===== config.mk =====
export PLATFORM = sky130hd
export DESIGN_NAME = gpc_counter
export DESIGN_NICKNAME = d
export VERILOG_FILES = /design/src/core/gpc_pkg.sv /design/src/core/gpc_edge_if.sv /design/src/core/gpc_edge_detect.sv /design/src/core/gpc_counter.sv
export SDC_FILE = /design/constraint.sdc
export NUM_CORES = 1
export LEC_CHECK = 0
export BUFFER_PORTS_ARGS = -buffer_cell sky130_fd_sc_hd__clkbuf_2
export CAP_MARGIN = 0
export CORE_UTILIZATION = 55
export DETAILED_ROUTE_END_ITERATION = 12
export PLACE_DENSITY = 0.77
export SETUP_SLACK_MARGIN = 0.3
export SYNTH_ARGS = -nofsm -noshare
export SYNTH_HDL_FRONTEND = slang
export SYNTH_SLANG_ARGS = --single-unit

===== constraint.sdc =====
create_clock -name clk_sys -period 2.6 [get_ports clk_sys]
set_clock_uncertainty 0.2 [all_clocks]
set_input_delay 0.26 -clock clk_sys [delete_from_list [all_inputs] [get_ports clk_sys]]
set_output_delay 0.26 -clock clk_sys [all_outputs]
set_load 0.01 [all_outputs]

===== src/core/gpc_pkg.sv =====
// Purpose: Shared constants for the gated pulse counter with compare.
// Assumes: Avalon-MM byte addresses, one aligned 32-bit word per register.
// Notes: Field positions refer to bits within the register word.
package gpc_pkg;
	localparam int CNT_W = 32;
	localparam int ADDR_W = 5;
	localparam logic [ADDR_W-1:0] OFS_CTRL = 5'h00;
	localparam logic [ADDR_W-1:0] OFS_CONFIG = 5'h04;
	localparam logic [ADDR_W-1:0] OFS_HIGH_LIMIT = 5'h08;
	localparam logic [ADDR_W-1:0] OFS_LOAD_VALUE = 5'h0c;
	localparam logic [ADDR_W-1:0] OFS_COMPARE = 5'h10;
	localparam logic [ADDR_W-1:0] OFS_COUNT = 5'h14;
	localparam logic [ADDR_W-1:0] OFS_STATUS = 5'h18;
	localparam logic [ADDR_W-1:0] OFS_DOUT = 5'h1c;
	// Control word fields.
	localparam int CTRL_SOFT_GATE = 0;
	localparam int CTRL_LOAD = 1;
	localparam int CTRL_RUN = 2;
	localparam int CTRL_LINK = 3;
	localparam int CTRL_W = 4;
	// Configuration word fields.
	localparam int CFG_EDGE_LO = 0;
	localparam int CFG_REACT = 2;
	localparam int CFG_OSET_LO = 4;
	localparam int CFG_HWG_EN = 6;
	localparam int CFG_DQ_ROUTE = 7;
	localparam int CFG_IRQ_EN = 8;
	localparam int CFG_W = 9;
	// Status word fields.
	localparam int STS_RANGE = 0;
	localparam int STS_INT_GATE = 1;
	localparam int STS_LIMIT_STOP = 2;
	localparam int STS_W = 3;
	// Edge selection codes.
	localparam logic [1:0] EDGE_NONE = 2'h0;
	localparam logic [1:0] EDGE_RISE = 2'h1;
	localparam logic [1:0] EDGE_FALL = 2'h2;
	localparam logic [1:0] EDGE_BOTH = 2'h3;
	// Output-setting codes.
	localparam logic [1:0] OSET_ABOVE = 2'h1;
	localparam logic [1:0] OSET_AT_OR_BELOW = 2'h2;
	// Limit reaction codes.
	localparam logic REACT_STOP = 1'b0;
	localparam logic REACT_CONTINUE = 1'b1;
	// Reset values.
	localparam logic [CTRL_W-1:0] RST_CTRL = 4'h0;
	localparam logic [CFG_W-1:0] RST_CONFIG = 9'h011;
	localparam logic [CNT_W-1:0] RST_HIGH_LIMIT = 32'hffffffff;
	localparam logic [CNT_W-1:0] RST_LOAD_VALUE = 32'h00000000;
	localparam logic [CNT_W-1:0] RST_COMPARE = 32'h00000001;
	localparam logic [CNT_W-1:0] RST_COUNT = 32'h00000000;
	localparam int SYNC_STAGES = 2;
endpackage : gpc_pkg


===== src/core/gpc_edge_if.sv =====
// Purpose: Carries a synchronised pin level and its edge pulses.
// Assumes: All signals are on clk_sys.
// Notes: Rise and fall are one-cycle pulses from flip-flops.
`timescale 1ns/1ps
interface gpc_edge_if;
	logic level;
	logic rise;
	logic fall;
	modport src (output level, output rise, output fall);
	modport dst (input level, input rise, input fall);
endinterface : gpc_edge_if


===== src/core/gpc_edge_detect.sv =====
// Purpose: Synchronises one input pin and detects its edges.
// Assumes: The pin is asynchronous to clk_sys.
// Notes: Level and edges lag the pin by three clk_sys cycles, one more than the synchroniser depth.
`timescale 1ns/1ps
module gpc_edge_detect (
	input wire logic clk_sys,
	input wire logic rst_b,
	input wire logic pin,
	gpc_edge_if.src edge_out
);
	logic sync_a;
	logic sync_b;
	logic held;
	logic rise;
	logic fall;
	logic next_rise;
	logic next_fall;

	always_comb begin
		next_rise = sync_b & ~held;
		next_fall = ~sync_b & held;
	end

	always_ff @(posedge clk_sys or negedge rst_b) begin
		if (!rst_b) begin
			sync_a <= 1'b0;
			sync_b <= 1'b0;
			held <= 1'b0;
			rise <= 1'b0;
			fall <= 1'b0;
		end else begin
			sync_a <= pin;
			sync_b <= sync_a;
			held <= sync_b;
			rise <= next_rise;
			fall <= next_fall;
		end
	end

	assign edge_out.level = held;
	assign edge_out.rise = rise;
	assign edge_out.fall = fall;
endmodule : gpc_edge_detect


===== src/core/gpc_counter.sv =====
// Purpose: Gated 32-bit pulse up counter with limit and compare flag.
// Assumes: Avalon-MM slave on clk_sys; pins are asynchronous.
// Notes: Every access answers with waitrequest low one cycle after it rises.
`timescale 1ns/1ps
module gpc_counter #(
	parameter int CNT_W = gpc_pkg::CNT_W
) (
	input wire logic clk_sys,
	input wire logic rst_b,
	input wire logic [gpc_pkg::ADDR_W-1:0] avs_address,
	input wire logic avs_read,
	input wire logic avs_write,
	input wire logic [31:0] avs_writedata,
	input wire logic [3:0] avs_byteenable,
	output logic [31:0] avs_readdata,
	output logic avs_waitrequest,
	input wire logic pulse_in,
	input wire logic hardware_gate_input_in,
	output logic di_level,
	output logic dq_out,
	output logic range_irq
);
	gpc_edge_if pulse_edge ();
	gpc_edge_if gate_edge ();

	gpc_edge_detect u_pulse (
		.clk_sys(clk_sys),
		.rst_b(rst_b),
		.pin(pulse_in),
		.edge_out(pulse_edge)
	);

	gpc_edge_detect u_gate (
		.clk_sys(clk_sys),
		.rst_b(rst_b),
		.pin(hardware_gate_input_in),
		.edge_out(gate_edge)
	);

	// Merges write data into a word under the Avalon byte enables.
	function automatic logic [31:0] be_merge(
		input logic [31:0] old_v,
		input logic [31:0] new_v,
		input logic [3:0] be
	);
		logic [31:0] r;
		r = old_v;
		for (int i = 0; i < 4; i++) begin
			if (be[i]) begin
				r[i*8 +: 8] = new_v[i*8 +: 8];
			end
		end
		return r;
	endfunction : be_merge

	// Range flag for a count, comparison value and output setting.
	function automatic logic range_of(
		input logic [CNT_W-1:0] cnt,
		input logic [CNT_W-1:0] cmp,
		input logic [1:0] oset
	);
		logic r;
		r = 1'b0;
		case (oset)
			gpc_pkg::OSET_ABOVE: begin
				r = (cnt > cmp);
			end
			gpc_pkg::OSET_AT_OR_BELOW: begin
				r = (cnt <= cmp);
			end
			default: begin
				r = 1'b0;
			end
		endcase
		return r;
	endfunction : range_of

	// Bus-side register state.
	logic ack;
	logic [31:0] rdata;
	logic [gpc_pkg::CTRL_W-1:0] ctrl;
	logic [gpc_pkg::CFG_W-1:0] config_w;
	logic [CNT_W-1:0] high_limit;
	logic [CNT_W-1:0] load_value;
	logic [CNT_W-1:0] compare;
	logic dout;
	logic next_ack;
	logic [31:0] next_rdata;
	logic [gpc_pkg::CTRL_W-1:0] next_ctrl;
	logic [gpc_pkg::CFG_W-1:0] next_config_w;
	logic [CNT_W-1:0] next_high_limit;
	logic [CNT_W-1:0] next_load_value;
	logic [CNT_W-1:0] next_compare;
	logic next_dout;

	// Counter-side state.
	logic [CNT_W-1:0] count;
	logic limit_stop;
	logic range_flag;
	logic irq;
	logic load_prev;
	logic run_prev;
	logic link_prev;
	logic [CNT_W-1:0] next_count;
	logic next_limit_stop;
	logic next_range_flag;
	logic next_irq;

	// Decoded control and configuration fields.
	logic software_gate_bit;
	logic load_bit;
	logic run_bit;
	logic link_bit;
	logic [1:0] edge_sel;
	logic react;
	logic [1:0] oset;
	logic hwg_en;
	logic dq_route;
	logic irq_en;
	logic hardware_gate_input;
	logic gate_open;
	logic active;
	logic pulse_hit;
	logic exceed;
	logic [31:0] status_word;
	logic access;
	logic [31:0] ctrl_merged;
	logic [31:0] cfg_merged;

	assign software_gate_bit = ctrl[gpc_pkg::CTRL_SOFT_GATE];
	assign load_bit = ctrl[gpc_pkg::CTRL_LOAD];
	assign run_bit = ctrl[gpc_pkg::CTRL_RUN];
	assign link_bit = ctrl[gpc_pkg::CTRL_LINK];
	assign edge_sel = config_w[gpc_pkg::CFG_EDGE_LO +: 2];
	assign react = config_w[gpc_pkg::CFG_REACT];
	assign oset = config_w[gpc_pkg::CFG_OSET_LO +: 2];
	assign hwg_en = config_w[gpc_pkg::CFG_HWG_EN];
	assign dq_route = config_w[gpc_pkg::CFG_DQ_ROUTE];
	assign irq_en = config_w[gpc_pkg::CFG_IRQ_EN];

	// A disabled hardware gate reads as permanently open.
	assign hardware_gate_input = hwg_en ? gate_edge.level : 1'b1;
	// An automatic stop at the limit closes the internal gate.
	assign gate_open = software_gate_bit & hardware_gate_input & ~limit_stop;
	assign active = run_bit & link_bit;

	always_comb begin
		case (edge_sel)
			gpc_pkg::EDGE_RISE: begin
				pulse_hit = pulse_edge.rise;
			end
			gpc_pkg::EDGE_FALL: begin
				pulse_hit = pulse_edge.fall;
			end
			gpc_pkg::EDGE_BOTH: begin
				pulse_hit = pulse_edge.rise | pulse_edge.fall;
			end
			default: begin
				pulse_hit = 1'b0;
			end
		endcase
	end

	// The low end of the range is fixed at zero; only the top is a register.
	assign exceed = (count >= high_limit);

	always_comb begin
		status_word = 32'h00000000;
		status_word[gpc_pkg::STS_RANGE] = range_flag;
		status_word[gpc_pkg::STS_INT_GATE] = gate_open;
		status_word[gpc_pkg::STS_LIMIT_STOP] = limit_stop;
	end

	assign access = avs_read | avs_write;
	assign ctrl_merged = be_merge({28'h0000000, ctrl}, avs_writedata, avs_byteenable);
	assign cfg_merged = be_merge({23'h000000, config_w}, avs_writedata, avs_byteenable);

	always_comb begin
		next_ack = access & ~ack;
		next_rdata = rdata;
		next_ctrl = ctrl;
		next_config_w = config_w;
		next_high_limit = high_limit;
		next_load_value = load_value;
		next_compare = compare;
		next_dout = dout;
		if (avs_read && !ack) begin
			case (avs_address)
				gpc_pkg::OFS_CTRL: begin
					next_rdata = {28'h0000000, ctrl};
				end
				gpc_pkg::OFS_CONFIG: begin
					next_rdata = {23'h000000, config_w};
				end
				gpc_pkg::OFS_HIGH_LIMIT: begin
					next_rdata = high_limit;
				end
				gpc_pkg::OFS_LOAD_VALUE: begin
					next_rdata = load_value;
				end
				gpc_pkg::OFS_COMPARE: begin
					next_rdata = compare;
				end
				gpc_pkg::OFS_COUNT: begin
					next_rdata = count;
				end
				gpc_pkg::OFS_STATUS: begin
					next_rdata = status_word;
				end
				gpc_pkg::OFS_DOUT: begin
					next_rdata = {31'h00000000, dout};
				end
				default: begin
					next_rdata = 32'h00000000;
				end
			endcase
		end
		if (avs_write && !ack) begin
			case (avs_address)
				gpc_pkg::OFS_CTRL: begin
					next_ctrl = ctrl_merged[gpc_pkg::CTRL_W-1:0];
				end
				gpc_pkg::OFS_CONFIG: begin
					next_config_w = cfg_merged[gpc_pkg::CFG_W-1:0];
				end
				gpc_pkg::OFS_HIGH_LIMIT: begin
					next_high_limit = be_merge(high_limit, avs_writedata,
						avs_byteenable);
				end
				gpc_pkg::OFS_LOAD_VALUE: begin
					next_load_value = be_merge(load_value, avs_writedata,
						avs_byteenable);
				end
				gpc_pkg::OFS_COMPARE: begin
					next_compare = be_merge(compare, avs_writedata,
						avs_byteenable);
				end
				gpc_pkg::OFS_DOUT: begin
					if (avs_byteenable[0]) begin
						next_dout = avs_writedata[0];
					end
				end
				default: begin
					next_dout = dout;
				end
			endcase
		end
	end

	always_ff @(posedge clk_sys or negedge rst_b) begin
		if (!rst_b) begin
			ack <= 1'b0;
			rdata <= 32'h00000000;
			ctrl <= gpc_pkg::RST_CTRL;
			config_w <= gpc_pkg::RST_CONFIG;
			high_limit <= gpc_pkg::RST_HIGH_LIMIT;
			load_value <= gpc_pkg::RST_LOAD_VALUE;
			compare <= gpc_pkg::RST_COMPARE;
			dout <= 1'b0;
		end else begin
			ack <= next_ack;
			rdata <= next_rdata;
			ctrl <= next_ctrl;
			config_w <= next_config_w;
			high_limit <= next_high_limit;
			load_value <= next_load_value;
			compare <= next_compare;
			dout <= next_dout;
		end
	end

	assign avs_waitrequest = access & ~ack;
	assign avs_readdata = rdata;

	always_comb begin
		next_count = count;
		next_limit_stop = limit_stop;
		// Closing either gate re-arms counting after an automatic stop.
		if (limit_stop && (!software_gate_bit || (hwg_en && !gate_edge.level))) begin
			next_limit_stop = 1'b0;
		end
		if ((run_bit && !run_prev) || (link_bit && !link_prev)) begin
			next_count = gpc_pkg::RST_COUNT;
		end else if (load_bit && !load_prev) begin
			next_count = load_value;
		end else if (active && gate_open && pulse_hit) begin
			if (exceed) begin
				next_count = gpc_pkg::RST_COUNT;
				if (react == gpc_pkg::REACT_STOP) begin
					next_limit_stop = 1'b1;
				end
			end else begin
				next_count = count + 1'b1;
			end
		end
		next_range_flag = range_of(count, compare, oset);
		next_irq = irq_en & next_range_flag & ~range_flag;
	end

	always_ff @(posedge clk_sys or negedge rst_b) begin
		if (!rst_b) begin
			count <= gpc_pkg::RST_COUNT;
			limit_stop <= 1'b0;
			range_flag <= 1'b0;
			irq <= 1'b0;
			load_prev <= 1'b0;
			run_prev <= 1'b0;
			link_prev <= 1'b0;
		end else begin
			count <= next_count;
			limit_stop <= next_limit_stop;
			range_flag <= next_range_flag;
			irq <= next_irq;
			load_prev <= load_bit;
			run_prev <= run_bit;
			link_prev <= link_bit;
		end
	end

	assign di_level = pulse_edge.level;
	// When routed, software writes to the output word no longer reach the pin.
	assign dq_out = dq_route ? range_flag : dout;
	assign range_irq = irq;
endmodule : gpc_counter


# After elaboration in Yosys (flattened, before gate mapping)
# Cells that the tools add are included.
# totals
out_inout_bits	36
in_bits	47
elab_cells	114
regBits	189
# op_classes
muxes	15
reduce_logical	35
addsub	1
n_eq_ne	12
n_bitwise	15
magnitude_cmp	3
# ops
operator	count
$pmux W32 S8	1
$mux W32	4
$reduce_and A3 Y1	16
$add A32 B1 Y32 const B	1
$ge A32 B32 Y1	1
$gt A32 B32 Y1	1
$le A32 B32 Y1	1
$eq A5 B5 Y1 const B	4
$eq A5 B4 Y1 const B	2
$logic_and A1 B1 Y1	9
$and A1 B1 Y1	8
$mux W1	8
$eq A2 B2 Y1 const B	3
$logic_not A1 Y1	6
$eq A5 B3 Y1 const B	1
$logic_not A5 Y1	1
$not A1 Y1	5
$eq A2 B1 Y1 const B	2
$pmux W1 S3	1
$reduce_bool A3 Y1	1
$logic_or A1 B1 Y1	2
$or A1 B1 Y1	2
$pmux W1 S2	1

# Longest topological paths before layout
# Gate-level depths: netlist of run 1.
# logic_depth
ltp_word	10
depth_mapped	10
depth_no_buf	8

# By module
# Synthesis of run 1 repeated with hierarchy kept, for this count alone.
# hier_totals
cells_unflattened	1049
hier_area_um2	10662.7
# modules_own_cells
module	cells_per_inst	instances	area_per_inst_um2	seq_area_each_um2
gpc_counter	1035	1	10382.5	4573.1
gpc_edge_detect	7	2	140.1	125.1

# Worst setup path before layout of run 1
# Ideal clock, no wire load.
# synth_timing
path_kind	register -> register
startpoint	reg high_limit[15]
endpoint	reg limit_stop
path_stages_with_launch	9
t_arrival_ns	2.335
required_time_ns	2.323
period_less_slack_ns	2.613
setup_time_ns	0.077
setup_slack_ns	-0.013
n_path_buf	0
path_cell_list	dfstp_2 -> inv_1 -> ha_1 -> nand4_1 -> or3_4 -> o41ai_4 -> o21ai_2 -> a211o_1 -> a21oi_1
# synth_via
elab_chain_cells	5
# synth_rtl
item	line_no	text
start, declared	gpc_counter.sv:83	logic [CNT_W-1:0] high_limit;
start signal, assigned	gpc_counter.sv:256	high_limit <= gpc_pkg::RST_HIGH_LIMIT;
start signal, assigned	gpc_counter.sv:265	high_limit <= next_high_limit;
$ge A32 B32 Y1	gpc_counter.sv:165	assign exceed = (count >= high_limit);
$mux W1	gpc_counter.sv:287	if (exceed) begin
$mux W1	gpc_counter.sv:286	end else if (active && gate_open && pulse_hit) begin
$mux W1	gpc_counter.sv:284	end else if (load_bit && !load_prev) begin
$mux W1	gpc_counter.sv:282	if ((run_bit && !run_prev) || (link_bit && !link_prev)) begin
via next_limit_stop	gpc_counter.sv:105	logic next_limit_stop;
end signal, assigned	gpc_counter.sv:311	limit_stop <= next_limit_stop;
end, declared	gpc_counter.sv:98	logic limit_stop;
# The timed path passes the listed nets, and every way through them passes these cells.
# A chain may end at the register's enable or synchronous reset.

# Worst setup path in the final report of run 1
# layout_timing
startpoint	reg high_limit[6]
endpoint	reg count[12]
# layout_via
elab_chain_cells	5
# layout_rtl
item	line_no	text
$ge A32 B32 Y1	gpc_counter.sv:165	
$mux W32	gpc_counter.sv:287	
$mux W32	gpc_counter.sv:286	
$mux W32	gpc_counter.sv:284	
$mux W32	gpc_counter.sv:282	
end signal, assigned	gpc_counter.sv:302	count <= gpc_pkg::RST_COUNT;
end signal, assigned	gpc_counter.sv:310	count <= next_count;
end, declared	gpc_counter.sv:97	logic [CNT_W-1:0] count;
# No other way between the ends. The select of a mux whose other input is x is not followed.

==> flow_metrics.tcl, run 1 <==
set metrics [dict create \
    clockBufferDepth 2 \
    synthFlopType "dfrtp_1" \
    dpl.cell_count 1391 \
    die-area_mm2 0.01929 \
    clock.fmax_ghz 0.3625 \
    cts_tree "built" \
    cp.required_ns 2.71 \
    fin_nets 1355 \
    dieWidth_um 138.9 \
    worstMarginPinSlew_ns 0.4791 \
    grt_pass1_vias 9505 \
    first_pass_iters 8 \
    drtIter0Drc 872 \
    timing.hold.worst.class "in2reg" \
    cts.sinks 189 \
    violations "negative setup slack" \
    vias 9346 \
    numCtsBuffers 17 \
    critPathKind "reg2reg" \
    rsz0062_at_grt "true" \
    synth_area_mm2 0.01031 \
    ys_top_cells_by_area "dfrtp_1 37%, dfstp_2 8.9%, ha_1 7.9%" \
    antennaDiodeCount 0 \
    drive_gt1_frac 0.3065 \
    start_util 0.5680 \
    hold_viol_final 0 \
    yosys_warnings 0 \
    slowest_delay_ns 0.55 \
    route.detailed.drc 0 \
    grtUsageTotal 0.3199 \
    die_y_um 138.9 \
    synth_top_area_frac 0.3739 \
    cp-end-kind "register" \
    synth.yosys.seq_area_share 0.4631 \
    worst_slack_ns -0.1589 \
    timing.hold.ws_ns 0.04572 \
    synth_seq_cells 189 \
    syn_to_final_growth_pct 26.37 \
    cp_slowest_cell "dfstp_2" \
    clkTransAtPathRegs_ns 0.08 \
    finalMaxSlewViolations 0 \
    wirelength_mm 30.14 \
    coreArea_mm2 0.01815 \
    yosysUniqueCellTypes 57 \
    io_buffers 82 \
    overflow 0 \
    period_needed_ns 2.759 \
    antenna_found_initial 0 \
    postLayoutCoreUtil 0.7177 \
    crit_chain "inv_1 -> ha_1 -> nand2_2 -> or3_4 -> o41ai_4 -> o21ai_2 -> buf_4 -> buf_6 -> buf_12 -> o211ai_1 -> nand2_1" \
    wl_per_cell_um 20.29 \
    power_density_mw_per_mm2 650.1 \
    finalNonFillerCells 1485 \
    clockRootBuffer "clkbuf_16" \
    status "finished with violations" \
    cp-start-kind "register" \
    place_hpwl_mm 20.99 \
    p_total_uw 8467 \
    synth.most_common_cell "dfrtp_1" \
    viasPerCell 6.294 \
    slew_headroom 0.6806 \
    async_flop_share 1.000 \
    synth_top_area_cell "dfrtp_1" \
    synth_edf_count 0 \
    crit_path_max_fanout 6 \
    critPathArrivalTime_ns 2.87 \
    maxCapViolCount 0 \
    dp_slack_ns -0.1089 \
    core.rowCount 49 \
    synth_commonest_cells "154 x dfrtp_1, 127 x nand2_1, 81 x a22oi_1" \
    power.leakage_uw 0.005967 \
    grt_pass1_wl_mm 48.42 \
    synth_fp_nets 1163 \
    min_period_over_period 1.061 \
    io_pins 83 \
    netlist_instances 1051 \
    ir_drop_v 0.0005263 \
    fill_cells 1295 \
    avgSynthCellArea_um2 9.807 \
    grt_max_degree 55 \
    htreeDepth 4 \
    ant_nets 0 \
    place_congestion 0.9100 \
    clock_latency_ns 0.44 \
    setup_viol 28 \
]
registers in the layout, summed over array words and instances, names as in the netlist, 4 cells and up:
register      count
avs_readdata     32
config_w          9
high_limit       32
count            32
load_value       32
ctrl              4
compare          32
routing by layer:
| layer | wire (µm) | share of wire | global-route usage | up-vias |
|---|---|---|---|---|
| met2 | 14590 | 0.48 | 0.5276 | 409 |
| met5 | 0 | 0 | 0 | - |
| li1 | - | - | - | 4236 |
| met3 | 1947 | 0.065 | 0.05525 | 100 |
| met4 | 1218 | 0.040 | 0.1561 | 0 |
| met1 | 12380 | 0.41 | 0.4098 | 4601 |
metrics by stage:
step           area [µm²]  setup TNS (ns)
2_1_floorplan       10340               0
6_report            13030          -2.198
4_1_cts             12800          -2.067
3_5_place_dp        11480         -0.4400
5_1_grt             13030          -4.561
3_3_place_gp        11480         -0.2124
repair_timing:
| item | 4_1_cts | 5_1_grt |
|---|---|---|
| setup buffers | 9 | 11 |
| endpoints found under the hold margin | 165 | 0 |
| resized for setup | 45 | 24 |
| pin swaps | 24 | 19 |
| cloned | 1 | 1 |
| hold buffers | 40 | 0 |
| setup endpoints to repair | 35 | 73 |
worst max-delay path: cells and delay by family, from the launching register on:
family	cells	cell delay [ns]
flops	1	0.55
fa+ha+maj	1	0.28
simple gates	3	0.55
buf+inv	4	0.46
compound gates	3	0.62
path summary, 6_finish.rpt:
path / start / to / slack, ns / cells after the start
min reg2reg: u_pulse.sync_a$_DFF_PN0_ / u_pulse.sync_b$_DFF_PN0_ / 0.15 / 0
min in group asynchronous: rst_b / avs_readdata[27]$_DFFE_PN0P_ / 0.16 / 2
max: high_limit[6]$_DFFE_PN1P_ / count[12]$_DFFE_PN0P_ / -0.16 / 11
max reg2reg: high_limit[6]$_DFFE_PN1P_ / count[12]$_DFFE_PN0P_ / -0.16 / 11
max in group asynchronous: rst_b / high_limit[13]$_DFFE_PN1P_ / 1.29 / 3
min: avs_read / avs_readdata[1]$_DFFE_PN0P_ / 0.05 / 3
cells in the final DEF, fill, tap and decap left out, types with 35 or more instances in the layout:
cell type and n:
dlygate4sd3_1 40, a22oi_1 80, nand2_1 123, clkbuf_2 81
dfstp_2 35, dfrtp_1 149, o21ai_0 56, buf_4 87
inv_1 68, mux2_2 65, ha_1 56, nor2_1 54
area by class of cell:
type                    instances  area, µm²  share of cell area
multi-input cells             741       5418              0.4159
flip-flops and latches        189       4780              0.3670
repair buffers                220       1658              0.1273
clock buffers                  17      425.4             0.03266
well taps                     229      286.5             0.02200
inverters                      74      280.3             0.02152
clock inverters                15      177.7             0.01364
cells by family (layout without fill, tap and decap cells):
kind of cell / count (synthesis) / after routing / synth area share
multiplexers: 68 / 68 / 0.07405
flip-flops: 189 / 189 / 0.4631
AND/OR/NAND/NOR: 324 / 324 / 0.1510
buffers and inverters: 121 / 326 / 0.04479
adder cells (fa/ha/maj): 65 / 65 / 0.07890
AO/OA/AOI/OAI: 282 / 282 / 0.1865
XOR/XNOR: 2 / 2 / 0.001700
where the power goes:
| group | total (µW) | switching [µW] | leakage (µW) | internal (µW) |
|---|---|---|---|---|
| logic | 2050 | 1140 | 0.00338 | 918 |
| registers | 3750 | 351 | 0.00230 | 3400 |
| clock network | 2660 | 1280 | 0.000289 | 1380 |
(Power assumes the default switching activity.)
==> inputs of run 2 (changes only) <==
==> constraint.sdc (replaced) <==
create_clock -name clk_sys -period 2.6 [get_ports clk_sys]
set_clock_uncertainty 0.2 [all_clocks]
set_input_delay 0.78 -clock clk_sys [delete_from_list [all_inputs] [get_ports clk_sys]]
set_output_delay 0.78 -clock clk_sys [all_outputs]
set_load 0.01 [all_outputs]
==> flow_metrics.tcl, run 2 (synthesis results as in run 1) <==
set metrics [dict create \
    cts.sinks 189 \
    htreeDepth 4 \
    grt_max_degree 51 \
    cp-startpoint "high_limit[12]$_DFFE_PN1P_" \
    antenna_found_initial 0 \
    grt_pass1_vias 9140 \
    wl_per_cell_um 20.49 \
    place_hpwl_mm 21.11 \
    period_needed_ns 2.754 \
    io_buffers 82 \
    place_congestion 0.9454 \
    critPathArrivalTime_ns 2.88 \
    core.rowCount 49 \
    dieWidth_um 138.9 \
    layout_common_cells "150 x dfrtp_1, 126 x nand2_1, 85 x buf_4" \
    finalNonFillerCells 1447 \
    clockBufferDepth 2 \
    antennaDiodeCount 0 \
    fin_nets 1317 \
    drtIter0Drc 920 \
    dp_slack_ns -0.1229 \
    grt_most_used_layer "met2" \
    slew_headroom 0.6386 \
    slowest_delay_ns 0.55 \
    endpoint "count[2]$_DFFE_PN0P_" \
    overflow 0 \
    clockRootBuffer "clkbuf_16" \
    die-area_mm2 0.01929 \
    ir_drop_v 0.0004721 \
    rr_endpoint "count[2]$_DFFE_PN0P_" \
    cp-start-kind "register" \
    clock_latency_ns 0.44 \
    clock.fmax_ghz 0.3632 \
    dpl.cell_count 1400 \
    io_pins 83 \
    viasPerCell 6.329 \
    met1_usage 0.4173 \
    die_y_um 138.9 \
    cp.depth 10 \
    wirelength_mm 29.65 \
    cp-end-kind "register" \
    worst-r2r-setup-slack_ns -0.15 \
    grt_pass1_wl_mm 47.98 \
    worst_slack_ns -0.1536 \
    crit_family "compound AO/OA/AOI/OAI gates" \
    cp_slowest_cell "dfstp_2" \
    numCtsBuffers 17 \
    worstMarginPinSlew_ns 0.5421 \
    cts_tree "built" \
    vias 9158 \
    status "finished with violations" \
    ant_nets 0 \
    critPathKind "reg2reg" \
    rr_worst_depth 10 \
    min_period_over_period 1.059 \
    first_pass_iters 10 \
    final_common_cell "dfrtp_1" \
    violations "design-rule violations, negative setup slack" \
    crit_path_max_fanout 6 \
    grtUsageTotal 0.3190 \
    critPathBufInv 3 \
    maxCapViolCount 0 \
    drive_gt1_frac 0.3046 \
    power_density_mw_per_mm2 668.8 \
    r2r-start "high_limit[12]$_DFFE_PN1P_" \
    timing.hold.ws_ns 0.09992 \
    cp.required_ns 2.72 \
    rsz0062_at_grt "true" \
    hold_viol_final 0 \
    gr-usage-met2 0.5133 \
    holdBufCountCts 0 \
    route.detailed.drc 6 \
    gr-usage-met3 0.06768 \
    timing.hold.worst.class "in2async" \
    crit_chain "inv_2 -> ha_4 -> nand4_1 -> or3_4 -> o41ai_4 -> buf_4 -> o21ai_4 -> buf_6 -> a31oi_4 -> o21ai_1" \
    clkTransAtPathRegs_ns 0.07 \
    syn_to_final_growth_pct 22.68 \
    finalMaxSlewViolations 0 \
    setup_viol 23 \
    start_util 0.5680 \
    power.leakage_uw 0.005825 \
    coreArea_mm2 0.01815 \
]
[run 2: layout make-up]
cell class / instances / area, µm²
clock buffers: 23 / 467.9
repair buffers: 182 / 1339
well taps: 229 / 286.5
multi-input cells: 741 / 5358
inverters: 74 / 277.8
fillers: 1306 / 5503
clock inverters: 9 / 137.6
flip-flops and latches: 189 / 4778
[run 2: repair_timing]
action | in CTS | in global routing
pin swaps | 26 | 7
cloned | 1 | 0
buffers inserted | 11 | 3
gates resized for setup | 38 | 12
setup endpoints to repair | 36 | 36
[run 2: worst min-delay path by stage]
| stage | endpoint | slack [ns] |
|---|---|---|
| floorplan | u_gate.edge_out.level$_DFF_PN0_ | 0.13 |
| global placement | u_pulse.sync_b$_DFF_PN0_ | 0.13 |
| detailed placement | u_pulse.sync_b$_DFF_PN0_ | 0.14 |
| CTS | avs_readdata[29]$_DFFE_PN0P_ | 0.11 |
| global route | avs_readdata[29]$_DFFE_PN0P_ | 0.13 |
| finish | avs_readdata[29]$_DFFE_PN0P_ | 0.1 |
[run 2: metal layers]
metal | wire [µm] | share of wire
met5 | 0 | 0
met4 | 927 | 0.031
met3 | 2393 | 0.081
met2 | 13990 | 0.47
met1 | 12340 | 0.42
[run 2: power breakdown]
group / leakage, µW / switching [µW] / internal [µW] / total [µW]
registers: 0.00230 / 361 / 3400 / 3760
clock network: 0.000292 / 1170 / 1570 / 2740
logic: 0.00323 / 1100 / 859 / 1960
total: 0.00582 / 2630 / 5830 / 8460
[run 2: through the flow]
stage | setup TNS [ns] | area, µm² | total power, µW | util
floorplan | 0 | 10350 | 4754 | -
global placement | -0.01978 | 11630 | 5484 | 0.6409
detailed placement | -0.4960 | 11630 | 5552 | 0.6409
CTS | -1.589 | 12560 | 8400 | 0.6922
global route | -5.505 | 12640 | 8838 | 0.6968
finish | -2.199 | 12640 | 8456 | 0.6968
==> inputs of run 3 (changes only) <==
--- a/config.mk
+++ b/config.mk
@@ -13,4 +13,5 @@
 export SETUP_SLACK_MARGIN = 0.3
 export SYNTH_ARGS = -nofsm -noshare
 export SYNTH_HDL_FRONTEND = slang
+export SYNTH_HIERARCHICAL = 1
 export SYNTH_SLANG_ARGS = --single-unit
==> flow_metrics.tcl, run 3 <==
set metrics [dict create \
    combPwrFrac 0.350 \
    coreArea_mm2 0.01877 \
    clockRootBuffer "clkbuf_16" \
    seq_area_mm2 0.004776 \
    hold_path_depth 0 \
    htreeDepth 4 \
    critPathKind "reg2reg" \
    viasPerCell 6.491 \
    synth_fp_nets 1157 \
    clock.fmax_ghz 0.3457 \
    grt_max_degree 79 \
    cp-end-kind "register" \
    violations "negative setup slack" \
    die_y_um 140.8 \
    min_period_over_period 1.113 \
    crit_path_max_fanout 10 \
    place_congestion 0.9099 \
    die-area_mm2 0.01983 \
    wl_per_cell_um 22.13 \
    r2r-start "high_limit[30]$_DFFE_PN1P_" \
    period_needed_ns 2.893 \
    drtIter0Drc 975 \
    io_buffers 82 \
    status "finished with violations" \
    final_common_cell "buf_4" \
    worstMarginPinSlew_ns 0.5288 \
    hold_viol_final 0 \
    antenna_found_initial 0 \
    clock_latency_ns 0.45 \
    vias 9867 \
    avgSynthCellArea_um2 10.14 \
    core.rowCount 50 \
    multi_input_area_mm2 0.006083 \
    power_switching_uw 3537 \
    critPathArrivalTime_ns 3.04 \
    grtUsageTotal 0.3489 \
    place_hpwl_mm 22.96 \
    layout_common_cells "155 x buf_4, 152 x dfrtp_1, 127 x nand2_1" \
    slew_headroom 0.6466 \
    maxCapViolCount 0 \
    rr_worst_depth 8 \
    finalNonFillerCells 1520 \
    cts.sinks 189 \
    rr_endpoint "count[3]$_DFFE_PN0P_" \
    start_util 0.5647 \
    fin_nets 1385 \
    dpl.cell_count 1471 \
    grt_pass1_wl_mm 53.42 \
    p_int_uw 6371 \
    synth_area_mm2 0.01060 \
    cp.required_ns 2.75 \
    clockPowerShare 0.273 \
    wirelength_mm 33.63 \
    dieWidth_um 140.8 \
    setup_viol 33 \
    route.detailed.drc 0 \
    seqPwrFrac 0.377 \
    timing.hold.worst.class "reg2reg" \
    hp-start "u_pulse/sync_a$_DFF_PN0_" \
    netlist_instances 1045 \
    first_pass_iters 6 \
    power_density_mw_per_mm2 705.7 \
    detailed_place.area_mm2 0.01279 \
    ir_drop_v 0.0005318 \
    grt_pass1_vias 10010 \
    numCtsBuffers 17 \
    fill_cells 1259 \
    cp-start-kind "register" \
    worst-r2r-setup-slack_ns -0.29 \
    cts_tree "built" \
    drive_gt1_frac 0.4215 \
    clockBufferDepth 2 \
    finalMaxSlewViolations 0 \
    antennaDiodeCount 0 \
    holdPathEnd "u_pulse/sync_b$_DFF_PN0_" \
    syn_to_final_growth_pct 32.49 \
    sw_frac_of_total 0.3570 \
    rsz0062_at_grt "true" \
    yosys_warnings 6 \
    worst_slack_ns -0.2927 \
    io_pins 83 \
    overflow 0 \
    power.leakage_uw 0.006289 \
    clkTransAtPathRegs_ns 0.08 \
    stdcell_area_mm2 0.01404 \
    ant_nets 0 \
]
run 3: metal layers:
layer / wire (µm) / vias to the layer above / global-route usage
met2: 16280 / 531 / 0.5706
met1: 13690 / 4902 / 0.4534
met3: 2448 / 102 / 0.06793
met4: 1225 / 0 / 0.1493
met5: 0 / - / 0
li1: - / 4332 / -
run 3: layout make-up:
class | count | area share
well taps | 234 | 0.02085
clock inverters | 15 | 0.01248
flip-flops and latches | 189 | 0.3401
multi-input cells | 711 | 0.4333
repair buffers | 261 | 0.1381
clock buffers | 17 | 0.03030
inverters | 93 | 0.02486
run 3: worst max-delay path: stages, from the launching register on:
cell	delay, ns
dfstp_2	0.53
inv_2	0.05
ha_4	0.21
nand4_1	0.22
nor2_1	0.07
a221o_1	0.37
or3_4	0.41
or3_4	0.52
o221ai_2	0.21
run 3: power groups by stage:
stage                     combinational (µW)  sequential [µW]  clock, µW
after floorplan                         1670             3720          0
after global placement                  2840             3730          0
after detailed placement                2930             3740          0
after CTS                               3270             3720       2720
after global routing                    3720             3770       2830
final                                   3470             3730       2710
run 3: how the worst max path moves through the flow:
stage | start | end | cells after the start
2_1_floorplan | high_limit[29]$_DFFE_PN1P_ | count[25]$_DFFE_PN0P_ | 10
3_3_place_gp | high_limit[5]$_DFFE_PN1P_ | count[25]$_DFFE_PN0P_ | 8
3_5_place_dp | high_limit[5]$_DFFE_PN1P_ | count[5]$_DFFE_PN0P_ | 8
4_1_cts | high_limit[0]$_DFFE_PN1P_ | count[25]$_DFFE_PN0P_ | 7
5_1_grt | high_limit[30]$_DFFE_PN1P_ | count[3]$_DFFE_PN0P_ | 8
6_report | high_limit[30]$_DFFE_PN1P_ | count[3]$_DFFE_PN0P_ | 8
run 3: what timing repair did:
| action | 4_1_cts | 5_1_grt |
|---|---|---|
| endpoints found under the hold margin | 5 | 0 |
| gates resized for setup | 65 | 18 |
| hold buffers | 1 | 0 |
| pin swaps | 25 | 9 |
| gates cloned | 2 | 0 |
| buffers inserted | 10 | 4 |
| setup endpoints to repair | 44 | 52 |
run 3: metrics by stage:
stage          setup WS [ns]  utilization  total power, µW  hold slack (ns)  setup TNS [ns]
6_report             -0.2927       0.7481             9908           0.1507          -6.176
5_1_grt              -0.3308       0.7481            10320           0.1673          -7.832
4_1_cts              -0.2087       0.7403             9701           0.1530          -4.824
3_5_place_dp         -0.3245       0.6815             6666           0.1347          -12.51
3_3_place_gp         -0.2517       0.6815             6565           0.1328          -9.939
2_1_floorplan        -0.1458            -             5387           0.1312          -2.446
